### src/rtl/bst_defines.svh
// constants for the boundary-scan test logic: state codes live in the package,
// here are register widths, reset values, opcodes and field positions.
// assumes inclusion by bare name from the package, the checker and the bench.
// ***********************************************************************
// ***********************************************************************
`ifndef BST_DEFINES_SVH
`define BST_DEFINES_SVH
`define BST_IR_W        8
`define BST_BSR_W       18
`define BST_CTL_W       11
`define BST_IR_RST      8'hFF
`define BST_IR_CAPT     8'h81
`define BST_BSR_RST     18'h30000
`define BST_CTL_RST     11'h002
`define BST_PIN_IDLE    3'h3
`define BST_OP_EXTEST   8'h00
`define BST_OP_SAMPLE   8'h82
`define BST_OP_INTEST   8'h03
`define BST_OP_HIGHZ    8'h06
`define BST_OP_CLAMP    8'h87
`define BST_OP_RUN_TEST 8'h09
`define BST_OP_READBN   8'h0A
`define BST_OP_READBT   8'h8B
`define BST_OP_CELLTST  8'h0C
`define BST_OP_TOGGLE   8'h8D
`define BST_OP_SCANCN   8'h8E
`define BST_OP_SCANCT   8'h0F
`define BST_CTL_OP_LSB  0
`define BST_CTL_OP_MSB  2
`define BST_CTL_M1_LSB  3
`define BST_CTL_M2_LSB  7
`define BST_BSR_OE2     17
`define BST_BSR_OE1     16
`define BST_BSR_IN_LSB  8
`define BST_BSR_OUT_LSB 0
`define BST_TRST_TMS_N  5
`endif

### src/rtl/bst_pkg.sv
// types for the boundary-scan test logic
// assumes the defines header sits beside it
package bst_pkg;
   `include "bst_defines.svh"
   typedef enum logic [3:0] {
      ST_RESET, ST_IDLE, ST_SEL_DR, ST_CAP_DR, ST_SH_DR, ST_EX1_DR, ST_PAUSE_DR, ST_EX2_DR, ST_UPD_DR,
      ST_SEL_IR, ST_CAP_IR, ST_SH_IR, ST_EX1_IR, ST_PAUSE_IR, ST_EX2_IR, ST_UPD_IR
   } bst_state_t;
   typedef enum logic [1:0] {
      DR_BYPASS, DR_BOUND, DR_CTRL
   } bst_dr_sel_t;
endpackage

### src/rtl/bst_tap.sv
// boundary-scan test logic: tap state machine and the four test registers
// assumes the test pins arrive asynchronously and are sampled on core_clk_i;
// the test clock must be several core clocks per phase.
`timescale 1ns/1ps
module bst_tap
   import bst_pkg::*;
(
   // system
   input  wire logic                  core_clk_i,
   input  wire logic                  sys_rst_i,
   // test pins
   input  wire logic                  tck_i,
   input  wire logic                  tms_i,
   input  wire logic                  tdi_i,
   output logic                       tdo_o,
   output logic                       tdo_oe_o,
   // function pins seen by the boundary cells
   input  wire logic [7:0]            pin_in_i,
   input  wire logic [1:0]            pin_oe_i,
   input  wire logic [7:0]            core_out_i,
   // state shown to the device
   output logic                       test_mode_o,
   output logic [`BST_IR_W-1:0]       instr_o,
   output logic [`BST_BSR_W-1:0]      bound_latch_o,
   output logic [`BST_CTL_W-1:0]      ctrl_latch_o,
   output logic                       in_reset_o
);

   // ***********************************************************
   // input synchronisers
   // ***********************************************************
   logic [2:0] sync1_r;
   logic [2:0] sync2_r;
   logic       tck_d_r;
   logic [7:0] pin_s1_r;
   logic [7:0] pin_s2_r;
   logic [1:0] oe_s1_r;
   logic [1:0] oe_s2_r;

   // two flops each; only sync2 is read by logic
   always_ff @(posedge core_clk_i or posedge sys_rst_i) begin
      if (sys_rst_i) begin
         sync1_r  <= `BST_PIN_IDLE; // tck low, tms/tdi high: no false edge after reset
         sync2_r  <= `BST_PIN_IDLE;
         tck_d_r  <= 1'h0;
         pin_s1_r <= 8'h00;
         pin_s2_r <= 8'h00;
         oe_s1_r  <= 2'h3;
         oe_s2_r  <= 2'h3;
      end else begin
         sync1_r  <= {tck_i, tms_i, tdi_i};
         sync2_r  <= sync1_r;
         tck_d_r  <= sync2_r[2];
         pin_s1_r <= pin_in_i;
         pin_s2_r <= pin_s1_r;
         oe_s1_r  <= pin_oe_i;
         oe_s2_r  <= oe_s1_r;
      end
   end

   logic tck_s;
   logic tms_s;
   logic tdi_s;
   logic rise;
   logic fall;
   assign tck_s = sync2_r[2];
   assign tms_s = sync2_r[1];
   assign tdi_s = sync2_r[0];
   assign rise  = tck_s & ~tck_d_r;
   assign fall  = ~tck_s & tck_d_r;

   // ***********************************************************
   // tap state machine
   // ***********************************************************
   bst_state_t state_r;
   bst_state_t state_nxt;

   // standard sixteen-state walk; tms high reaches reset in five steps
   always_comb begin
      state_nxt = state_r;
      unique case (state_r)
         ST_RESET:    state_nxt = tms_s ? ST_RESET : ST_IDLE;
         ST_IDLE:     state_nxt = tms_s ? ST_SEL_DR : ST_IDLE;
         ST_SEL_DR:   state_nxt = tms_s ? ST_SEL_IR : ST_CAP_DR;
         ST_CAP_DR:   state_nxt = tms_s ? ST_EX1_DR : ST_SH_DR;
         ST_SH_DR:    state_nxt = tms_s ? ST_EX1_DR : ST_SH_DR;
         ST_EX1_DR:   state_nxt = tms_s ? ST_UPD_DR : ST_PAUSE_DR;
         ST_PAUSE_DR: state_nxt = tms_s ? ST_EX2_DR : ST_PAUSE_DR;
         ST_EX2_DR:   state_nxt = tms_s ? ST_UPD_DR : ST_SH_DR;
         ST_UPD_DR:   state_nxt = tms_s ? ST_SEL_DR : ST_IDLE;
         ST_SEL_IR:   state_nxt = tms_s ? ST_RESET : ST_CAP_IR;
         ST_CAP_IR:   state_nxt = tms_s ? ST_EX1_IR : ST_SH_IR;
         ST_SH_IR:    state_nxt = tms_s ? ST_EX1_IR : ST_SH_IR;
         ST_EX1_IR:   state_nxt = tms_s ? ST_UPD_IR : ST_PAUSE_IR;
         ST_PAUSE_IR: state_nxt = tms_s ? ST_EX2_IR : ST_PAUSE_IR;
         ST_EX2_IR:   state_nxt = tms_s ? ST_UPD_IR : ST_SH_IR;
         ST_UPD_IR:   state_nxt = tms_s ? ST_SEL_DR : ST_IDLE;
      endcase
   end

   // power-up lands in test-logic-reset
   always_ff @(posedge core_clk_i or posedge sys_rst_i) begin
      if (sys_rst_i) begin
         state_r <= ST_RESET;
      end else if (rise) begin
         state_r <= state_nxt;
      end
   end

   // ***********************************************************
   // instruction decode
   // ***********************************************************
   logic [`BST_IR_W-1:0] ir_sh_r;
   logic [`BST_IR_W-1:0] ir_lat_r;

   // selected data register; anything unlisted falls to bypass
   function automatic bst_dr_sel_t dr_of(input logic [`BST_IR_W-1:0] op);
      case (op)
         `BST_OP_EXTEST, `BST_OP_SAMPLE, `BST_OP_INTEST, `BST_OP_READBN,
         `BST_OP_READBT, `BST_OP_CELLTST: dr_of = DR_BOUND;
         `BST_OP_SCANCN, `BST_OP_SCANCT:  dr_of = DR_CTRL;
         default:                          dr_of = DR_BYPASS;
      endcase
   endfunction

   // test mode per opcode; odd-parity or unknown codes stay normal
   function automatic logic mode_of(input logic [`BST_IR_W-1:0] op);
      case (op)
         `BST_OP_EXTEST, `BST_OP_INTEST, `BST_OP_HIGHZ, `BST_OP_CLAMP, `BST_OP_RUN_TEST,
         `BST_OP_READBT, `BST_OP_TOGGLE, `BST_OP_SCANCT: mode_of = 1'b1;
         default:                                         mode_of = 1'b0;
      endcase
   endfunction

   bst_dr_sel_t dr_sel;
   assign dr_sel = dr_of(ir_lat_r);

   // ***********************************************************
   // instruction register: shift stage and shadow latch
   // ***********************************************************
   // capture on exit edge, shift lsb first, hold in pause
   always_ff @(posedge core_clk_i or posedge sys_rst_i) begin
      if (sys_rst_i) begin
         ir_sh_r <= `BST_IR_RST;
      end else if (rise) begin
         if (state_r == ST_RESET) begin
            ir_sh_r <= `BST_IR_RST;
         end else if (state_r == ST_CAP_IR) begin
            ir_sh_r <= `BST_IR_CAPT;
         end else if (state_r == ST_SH_IR) begin
            ir_sh_r <= {tdi_s, ir_sh_r[`BST_IR_W-1:1]};
         end
      end
   end

   // shadow latch; parity bit 7 is taken as shifted, the controller keeps it even
   always_ff @(posedge core_clk_i or posedge sys_rst_i) begin
      if (sys_rst_i) begin
         ir_lat_r <= `BST_IR_RST;
      end else if (state_r == ST_RESET) begin
         ir_lat_r <= `BST_IR_RST;
      end else if (fall && state_r == ST_UPD_IR) begin
         ir_lat_r <= ir_sh_r;
      end
   end

   // ***********************************************************
   // data registers
   // ***********************************************************
   logic [`BST_BSR_W-1:0] bsr_sh_r;
   logic [`BST_BSR_W-1:0] bsr_lat_r;
   logic [`BST_CTL_W-1:0] ctl_sh_r;
   logic [`BST_CTL_W-1:0] ctl_lat_r;
   logic                  byp_r;
   logic [`BST_BSR_W-1:0] bsr_capt;

   // capture image in chain order: oe 17-16, inputs 15-8, outputs 7-0
   assign bsr_capt = {oe_s2_r, pin_s2_r, core_out_i};

   // extest, sample and intest capture the same pin image; read and self test keep the cells
   always_ff @(posedge core_clk_i or posedge sys_rst_i) begin
      if (sys_rst_i) begin
         bsr_sh_r <= `BST_BSR_RST;
      end else if (state_r == ST_RESET) begin
         bsr_sh_r <= `BST_BSR_RST;
      end else if (rise && dr_sel == DR_BOUND) begin
         if (state_r == ST_CAP_DR && ir_lat_r != `BST_OP_READBN && ir_lat_r != `BST_OP_READBT
             && ir_lat_r != `BST_OP_CELLTST) begin
            bsr_sh_r <= bsr_capt;
         end else if (state_r == ST_SH_DR) begin
            bsr_sh_r <= {tdi_s, bsr_sh_r[`BST_BSR_W-1:1]};
         end
      end
   end

   // boundary-control shift stage never captures
   always_ff @(posedge core_clk_i or posedge sys_rst_i) begin
      if (sys_rst_i) begin
         ctl_sh_r <= `BST_CTL_RST;
      end else if (state_r == ST_RESET) begin
         ctl_sh_r <= `BST_CTL_RST;
      end else if (rise && dr_sel == DR_CTRL && state_r == ST_SH_DR) begin
         ctl_sh_r <= {tdi_s, ctl_sh_r[`BST_CTL_W-1:1]};
      end
   end

   // bypass: one stage, zero on capture, no shadow
   always_ff @(posedge core_clk_i or posedge sys_rst_i) begin
      if (sys_rst_i) begin
         byp_r <= 1'b0;
      end else if (rise && dr_sel == DR_BYPASS) begin
         if (state_r == ST_CAP_DR) begin
            byp_r <= 1'b0;
         end else if (state_r == ST_SH_DR) begin
            byp_r <= tdi_s;
         end
      end
   end

   // run-test pattern step on the boundary latches while idle under run test
   function automatic logic [7:0] lfsr_step(input logic [7:0] v);
      lfsr_step = {v[6:0], v[7] ^ v[5] ^ v[4] ^ v[3]};
   endfunction

   logic [2:0] ctl_op;
   logic [7:0] in_mask;
   logic       run_act;
   assign ctl_op  = ctl_lat_r[`BST_CTL_OP_MSB:`BST_CTL_OP_LSB];
   assign in_mask = {ctl_lat_r[`BST_CTL_M2_LSB +: 4], ctl_lat_r[`BST_CTL_M1_LSB +: 4]};
   // one step per tck rise: the controller sets the run length by how long it idles
   assign run_act = rise && state_r == ST_IDLE && ir_lat_r == `BST_OP_RUN_TEST;

   // boundary shadow: update-dr loads, run test alters in idle
   always_ff @(posedge core_clk_i or posedge sys_rst_i) begin
      if (sys_rst_i) begin
         bsr_lat_r <= `BST_BSR_RST;
      end else if (state_r == ST_RESET) begin
         bsr_lat_r <= `BST_BSR_RST;
      end else if (fall && state_r == ST_UPD_DR && dr_sel == DR_BOUND) begin
         bsr_lat_r <= bsr_sh_r;
      end else if (run_act) begin
         // op codes: 0 toggle, 1 pattern, 2 signature, 3 signature+pattern, 4 signature+count
         if (ctl_op == 3'h2 || ctl_op == 3'h3 || ctl_op == 3'h4) begin
            bsr_lat_r[`BST_BSR_IN_LSB +: 8] <= lfsr_step(bsr_lat_r[`BST_BSR_IN_LSB +: 8]) ^ (pin_s2_r & ~in_mask);
         end
         if (ctl_op == 3'h0) begin
            bsr_lat_r[`BST_BSR_OUT_LSB +: 8] <= ~bsr_lat_r[`BST_BSR_OUT_LSB +: 8];
         end else if (ctl_op == 3'h1 || ctl_op == 3'h3) begin
            bsr_lat_r[`BST_BSR_OUT_LSB +: 8] <= lfsr_step(bsr_lat_r[`BST_BSR_OUT_LSB +: 8]);
         end else if (ctl_op == 3'h4) begin
            bsr_lat_r[`BST_BSR_OUT_LSB +: 8] <= bsr_lat_r[`BST_BSR_OUT_LSB +: 8] + 8'h01;
         end
      end
   end

   // boundary-control shadow
   always_ff @(posedge core_clk_i or posedge sys_rst_i) begin
      if (sys_rst_i) begin
         ctl_lat_r <= `BST_CTL_RST;
      end else if (state_r == ST_RESET) begin
         ctl_lat_r <= `BST_CTL_RST;
      end else if (fall && state_r == ST_UPD_DR && dr_sel == DR_CTRL) begin
         ctl_lat_r <= ctl_sh_r;
      end
   end

   // ***********************************************************
   // serial output, falling edge only
   // ***********************************************************
   logic dr_bit;
   always_comb begin
      unique case (dr_sel)
         DR_BOUND: dr_bit = bsr_sh_r[0];
         DR_CTRL:  dr_bit = ctl_sh_r[0];
         default:  dr_bit = byp_r;
      endcase
   end

   // drive only in shift states; exit1 turns off on its first falling edge
   always_ff @(posedge core_clk_i or posedge sys_rst_i) begin
      if (sys_rst_i) begin
         tdo_o    <= 1'b0;
         tdo_oe_o <= 1'b0;
      end else if (fall) begin
         if (state_r == ST_SH_IR) begin
            tdo_o    <= ir_sh_r[0];
            tdo_oe_o <= 1'b1;
         end else if (state_r == ST_SH_DR) begin
            tdo_o    <= dr_bit;
            tdo_oe_o <= 1'b1;
         end else begin
            tdo_oe_o <= 1'b0;
         end
      end
   end

   // ***********************************************************
   // registered status outputs
   // ***********************************************************
   always_ff @(posedge core_clk_i or posedge sys_rst_i) begin
      if (sys_rst_i) begin
         test_mode_o   <= 1'b0;
         instr_o       <= `BST_IR_RST;
         bound_latch_o <= `BST_BSR_RST;
         ctrl_latch_o  <= `BST_CTL_RST;
         in_reset_o    <= 1'b1;
      end else begin
         test_mode_o   <= mode_of(ir_lat_r) && state_r != ST_RESET;
         instr_o       <= ir_lat_r;
         bound_latch_o <= bsr_lat_r;
         ctrl_latch_o  <= ctl_lat_r;
         in_reset_o    <= state_r == ST_RESET;
      end
   end

endmodule

### config.mk
export PLATFORM = sky130hd
export DESIGN_NAME = bst_tap
export DESIGN_NICKNAME = d
export VERILOG_FILES = /design/src/rtl/bst_pkg.sv /design/src/rtl/bst_tap.sv
export VERILOG_INCLUDE_DIRS = /design/src /design/src/rtl
export SDC_FILE = /design/constraint.sdc
export NUM_CORES = 1
export LEC_CHECK = 0
export BUFFER_PORTS_ARGS = -buffer_cell sky130_fd_sc_hd__buf_4
export CAP_MARGIN = 20
export CORE_ASPECT_RATIO = 0.9
export CORE_MARGIN = 4
export CORE_UTILIZATION = 30
export DETAILED_ROUTE_END_ITERATION = 16
export GPL_TIMING_DRIVEN = 0
export SETUP_SLACK_MARGIN = 0.1
export SLEW_MARGIN = 25
export SYNTH_ARGS = -nofsm -noshare
export SYNTH_HDL_FRONTEND = slang
export SYNTH_SLANG_ARGS = --single-unit
### constraint.sdc
create_clock -name core_clk_i -period 5.1 [get_ports core_clk_i]
set_input_delay 0.51 -clock core_clk_i [delete_from_list [all_inputs] [get_ports core_clk_i]]
set_output_delay 0.51 -clock core_clk_i [all_outputs]
set_load 0.05 [all_outputs]
# Word level (Yosys, flattened, before mapping)
# Cells that the tools add are included.
totals:
  regBits: 147
  latch_bits: 0
  ram_bits: 0
  romBits: 0
  input_bits: 23
  out_inout_bits: 41
  wordCells: 163
  n_memories: 0
op_classes:
  n_addsub: 1
  n_mul: 0
  div_mod_pow: 0
  order_cmp: 0
  n_eq_ne: 35
  shifts: 0
  muxes: 43
  n_bitwise: 14
  reduce_logical: 46
op_table:
  columns: ["op", "n"]
  rows:
  - ["2-to-1 mux 18 bit", 5]
  - ["2-to-1 mux 8 bit", 9]
  - ["case mux 4 bit (12 select lines)", 1]
  - ["2-to-1 mux 11 bit", 4]
  - ["equality test 8 bit, second input constant", 5]
  - ["equality test 4 bit, second input constant", 8]
  - ["equality test 8 x 4 -> 1 bit, second input constant", 4]
  - ["2-to-1 mux 16 bit", 2]
  - ["equality test 4 x 3 -> 1 bit, second input constant", 4]
  - ["2-to-1 mux 4 bit", 4]
  - ["inequality test 8 x 4 -> 1 bit, second input constant", 2]
  - ["inverter 8 bit", 2]
  - ["logical AND 1 bit", 14]
  - ["nonzero test 2 bit", 7]
  - ["AND reduction 2 bit", 6]
  - ["nonzero test 3 bit", 4]
  - ["2-to-1 mux 1 bit", 10]
  - ["adder 8 x 1 -> 8 bit, second input constant", 1]
  - ["AND 8 bit", 1]
  - ["equality test 4 x 2 -> 1 bit, second input constant", 2]
  - ["equality test 8 x 2 -> 1 bit, second input constant", 1]
  - ["equality test 8 x 3 -> 1 bit, second input constant", 1]
  - ["zero test 8 bit", 1]
  - ["2-to-1 mux 2 bit", 4]
  - ["other kinds (24)", 37]

# Depth between registers and ports, before layout
logic_depth:
  word_depth: 8
  depth_mapped: 13
  ltp_nobuf: 11

# Least setup slack after synthesis
# No wires, ideal clock.
synth_timing:
  path_kind: "register to register"
  from: "register ir_lat_r[7]"
  to: "register bsr_sh_r[0]"
  setup_time_ns: 0.118
  arrival_time_ns: 2.524
  t_required_ns: 4.982
  setup_slack_ns: 2.458
  path_stages_with_launch: 13
  n_path_buf: 3
  synth_period_minus_slack_ns: 2.642
  path_cell_list: "dfstp_2 clkbuf_1 xor2_1 xnor2_1 a21oi_1 nor2_1 o21a_1 ha_1 and3_1 buf_2 buf_2 a22o_1 a21o_1"
synth_via:
  elab_chain_cells: 7
  word_cells_on_any_way: 25
  classes_between: "11 x eq/ne; 4 x mux; 10 x reduce/logical"
synth_lines:
  columns: ["item", "line_no", "text"]
  rows:
  - ["start: declaration", "bst_tap.sv:114", "logic [`BST_IR_W-1:0] ir_lat_r;"]
  - ["start signal: assignment", "bst_tap.sv:159", "ir_lat_r <= `BST_IR_RST;"]
  - ["start signal: assignment", "bst_tap.sv:161", "ir_lat_r <= `BST_IR_RST;"]
  - ["start signal: assignment", "bst_tap.sv:163", "ir_lat_r <= ir_sh_r;"]
  - ["equality test 8 bit, or another cell as far along", "bst_tap.sv:118", "case (op)"]
  - ["OR reduction 6 bit, or another cell as far along", "bst_tap.sv:118", null]
  - ["case mux 2 bit (2 select lines) / logical AND 1 bit (equally long branches)", null, null]
  - ["equality test 2 x 1 -> 1 bit / logical AND 1 bit (equally long branches)", null, null]
  - ["logical AND 1 bit / 2-to-1 mux 18 bit (equally long branches)", "bst_tap.sv:186, bst_tap.sv:187", null]
  - ["nonzero test 2 bit (no line) / 2-to-1 mux 18 bit (equally long branches)", null, null]
  - ["AND reduction 2 bit (no line) / 2-to-1 mux 18 bit (equally long branches)", null, null]
  - ["end signal: assignment", "bst_tap.sv:185", "bsr_sh_r <= `BST_BSR_RST;"]
  - ["end signal: assignment", "bst_tap.sv:189", "bsr_sh_r <= bsr_capt;"]
  - ["end signal: assignment", "bst_tap.sv:191", "bsr_sh_r <= {tdi_s, bsr_sh_r[`BST_BSR_W-1:1]};"]
  - ["end: declaration", "bst_tap.sv:170", "logic [`BST_BSR_W-1:0] bsr_sh_r;"]
# Parallel ways exist; a longest one is shown, timed or not. The select of a mux whose other input is x is not followed.
# A chain may end at the register's enable or synchronous reset.

# Final worst setup path
layout_timing:
  from: "register ir_lat_r[7]"
  to: "register bsr_lat_r[3]"
layout_via:
  elab_chain_cells: 7
  word_cells_on_any_way: 20
  classes_between: "9 x eq/ne; 3 x mux; 8 x reduce/logical"
layout_lines:
  columns: ["item", "line_no", "text"]
  rows:
  - ["equality test 8 bit, or another cell as far along", "bst_tap.sv:118", null]
  - ["OR reduction 6 bit / OR reduction 2 bit (equally long branches)", "bst_tap.sv:118", null]
  - ["case mux 2 bit (2 select lines)", "bst_tap.sv:118", null]
  - ["equality test 2 x 1 -> 1 bit", "bst_tap.sv:239", "end else if (fall && state_r == ST_UPD_DR && dr_sel == DR_BOUND) begin"]
  - ["logical AND 1 bit", "bst_tap.sv:239", null]
  - ["nonzero test 5 bit (no line), or another cell as far along", null, null]
  - ["AND reduction 2 bit (no line) / 2-to-1 mux 18 bit (equally long branches)", null, null]
  - ["end signal: assignment", "bst_tap.sv:238", "bsr_lat_r <= `BST_BSR_RST;"]
  - ["end signal: assignment", "bst_tap.sv:240", "bsr_lat_r <= bsr_sh_r;"]
  - ["end signal: indexed assignment", "bst_tap.sv:244", "bsr_lat_r[`BST_BSR_IN_LSB +: 8] <= lfsr_step(bsr_lat_r[`BST_BSR_IN_LSB +: 8]) ^ (pin_s2_r & ~in_mask);"]
  - ["end: declaration", "bst_tap.sv:171", "logic [`BST_BSR_W-1:0] bsr_lat_r;"]
# Parallel ways exist; a longest one is shown, timed or not.

==> impl_metrics.toml <==
[outcome]
outcome = "finished clean"

[sta]
max_freq_ghz = 0.320
relSlewSlack = 0.520
rsz0062_at_grt = "no"
finalHoldViolCount = 0
setup_viol = 0
setup_ws_ns = 1.98
fin_crit_sh = 0.612
fin_crit_ns = 3.12
final_max_slew_viol_count = 0
tightest_slew_ns = 0.715
finClkSkew_ns = 0.0119

[synth]
syn_avg_cell_area_um2 = 10.8
ys_seq_area_frac = 0.588
ys_ff_latch = 147
synth_edf_count = 0
synthCells = 586
synth_cell_types = 65
synth_top_area_share = 0.414
ys_warn_count = 0
yosys.cell_count.top_type = "dfrtp_1"
synthFlopType = "dfrtp_1"
synthTopCellsByArea = "dfrtp_1 41%, dfstp_2 17%, nand2_1 5.6%, o21ai_0 2.8%, a22o_1 2.8%"
async_flop_share = 1.00
synth.cells.most_frequent = "105 x dfrtp_1, 94 x nand2_1, 42 x dfstp_2, 36 x o21ai_0, 34 x a21oi_1"
yosys.area.top_type = "dfrtp_1"
syn-cell-area_mm2 = 0.00635
synth_nets = 613

[routing]
viasPerCell = 4.72
drt-initial-drc-count = 287
ant_nets = 0
drt_wl_total_um = 14400
drc = 0
wl_per_cell_um = 14.9
first_pass_iters = 4
num_vias = 4569

[hold_path]
holdCritPathClass = "in2async"

[critical_path]
worstSetupPathType = "reg2reg"
endpoint_kind = "flop"
crit_family = "buffers and inverters"
critical_path_buf_inv_count = 2
cp.required_ns = 5.42
rrSetupSlack_ns = 1.98
slowest_delay_ns = 0.53
reg2reg_from = "ir_lat_r[7]"
cp_max_fo = 10
cp_cell_sequence = "clkbuf_1 > xor2_1 > xnor2_1 > a21oi_1 > nor2_1 > o21a_1 > ha_1 > nand3_1 > clkbuf_1 > o22ai_1 > o31ai_2"
cp-start-kind = "flop"
worst_path_max_delay_cell = "dfstp_2"
r2r-end = "bsr_lat_r[3]"
critPathArrivalTime_ns = 3.44
crit_top_cell = "clkbuf_1"
r2r_cells = 11

[cts]
htreeDepth = 4
cts_tree = "done"
numCtsBuffers = 17
cts_sinks = 147
ctsResizeCount = 0
postCtsSetupBuffers = 0
clk_pin_slew_ns = 0.06
clk_path_buf_depth = 2
clk_latency_ns = 0.43
cts_root_buf = "clkbuf_16"
postCtsHoldBufs = 0

[place]
gp_congestion = 0.807
dpl.hpwl_um = 9730
dpl-instance-area_mm2 = 0.00721
io_buffers = 63
place_ws_ns = 2.05

[global_routing]
overflow = 0
grt_pass1_wl_um = 23600
grtUsageTotal = 0.126
first_global_vias = 4331
grt_max_degree = 76
antenna_found_initial = 0

[power_and_ir_drop]
power_switching_uw = 1330
ir_drop_mv = 0.214
cellPowerDensity_mw_per_mm2 = 483
total_leakage_power_uw = 0.00365
power_frac_comb = 0.282
pwr-share-seq = 0.378
intPower_uw = 2450
netSwitchingFraction = 0.352
clockPowerShare = 0.341

[final_layout]
fillCellCount = 2053
final_nets = 696
drive_gt1_frac = 0.252
areaGrowthSynthToFinish_pct = 23.2
post-route-cell-area_mm2 = 0.00782
diodes = 0

[floorplanning]
fp.dieH_um = 146
die-area_mm2 = 0.0236
ioPinCount = 64
start_util = 0.305
core-area_mm2 = 0.0208
fp.dieW_um = 161
rows = 50

[run]
drv_cap = 0
[flip-flops by register name, indices dropped and copies added, names as in the netlist]
signal	count
ir_lat_r	8
bound_latch_o	18
in_reset_o	1
tdo_o	1
sync2_r	3
ctl_lat_r	11
pin_s2_r	8
ctl_sh_r	11
tck_d_r	1
sync1_r	3
test_mode_o	1
pin_s1_r	8
ir_sh_r	8
oe_s2_r	2
ctrl_latch_o	11
byp_r	1
tdo_oe_o	1
bsr_sh_r	18
instr_o	8
state_r	4
bsr_lat_r	18
oe_s1_r	2
[worst max path at each step]
stage                           start                to  cells after the start
final                     ir_lat_r[7]      bsr_lat_r[3]                     11
after detailed placement  ir_lat_r[7]       bsr_sh_r[4]                     11
after floorplan             sys_rst_i  bound_latch_o[0]                      1
after CTS                 ir_lat_r[7]      bsr_lat_r[3]                     11
after global placement      sys_rst_i  bound_latch_o[7]                      2
after global routing      ir_lat_r[7]      bsr_lat_r[3]                     12
[routing by layer]
layer  global-route usage  vias to the layer above  routed length [um]
met2                0.179                      113                6290
li1                     -                     2231                   -
met3               0.0363                       20                 642
met4               0.0405                        0                 242
met1                0.184                     2205                7220
met5                    0                        -                   0
[area by class of cell]
| type | instances | area (um^2) | share of cell area |
|---|---|---|---|
| sequential | 147 | 3730 | 0.477 |
| multi-input combinational | 381 | 2340 | 0.300 |
| timing repair buffer | 64 | 500 | 0.0640 |
| clock buffer | 18 | 439 | 0.0562 |
| tap | 286 | 358 | 0.0458 |
| buffer | 43 | 216 | 0.0277 |
| clock inverter | 14 | 166 | 0.0213 |
| inverter | 15 | 63.8 | 0.00816 |
[per-stage QoR]
step / utilization / cells / total power, uW / hold slack, ns / setup TNS, ns
2_1_floorplan: - / 586 / 2210 / 0.331 / 0
3_5_place_dp: 0.346 / 936 / 2520 / 0.335 / 0
4_1_cts: 0.375 / 968 / 3820 / 0.158 / 0
6_report: 0.375 / 968 / 3780 / 0.145 / 0
3_3_place_gp: 0.345 / 935 / 2510 / 0.336 / -118.27
5_1_grt: 0.375 / 968 / 3990 / 0.160 / 0
[kinds of logic after synthesis]
group / Yosys count / synth area share
and+or+nand+nor: 192 / 0.149
AOI/OAI and AO/OA: 152 / 0.164
DFF: 147 / 0.588
buffers and inverters: 58 / 0.0430
xor gates and xnor gates: 19 / 0.0262
muxes: 14 / 0.0225
adders and majority gates: 4 / 0.00788
[layout by cell type (no fill, tap or decap), drive strengths merged, types with 5 or more instances in the layout]
cell type | Yosys | layout
nor2b | 15 | 15
nor3 | 6 | 6
mux2i | 12 | 12
nor4b | 5 | 5
inv | 15 | 22
a22o | 20 | 20
o2111ai | 9 | 9
nand3 | 13 | 13
dfrtp | 105 | 105
o21ai | 36 | 36
nor2 | 27 | 27
a31oi | 5 | 5
clkinv | 0 | 5
xnor2 | 16 | 16
and3 | 6 | 6
buf | 17 | 81
clkbuf | 26 | 44
nand2 | 94 | 94
a21o | 18 | 18
a21oi | 35 | 35
nand4 | 5 | 5
nand2b | 5 | 5
dfstp | 42 | 42
[power by group through the flow]
stage               registers (uW)  logic, uW  clock network (uW)
floorplan                     1590        615                   0
global placement              1450       1060                   0
detailed placement            1450       1070                   0
CTS                           1430       1080                1320
global route                  1450       1170                1370
finish                        1430       1060                1290
[worst reg2reg max path: cells and delay by family, from the launching register on]
| kind | cells | cell delay [ns] |
|---|---|---|
| xor+xnor | 2 | 0.37 |
| compound gates | 4 | 0.74 |
| buf+inv | 2 | 0.85 |
| simple gates | 2 | 0.28 |
| flops | 1 | 0.53 |
| fa+ha+maj | 1 | 0.25 |
(Power assumes the default switching activity.)
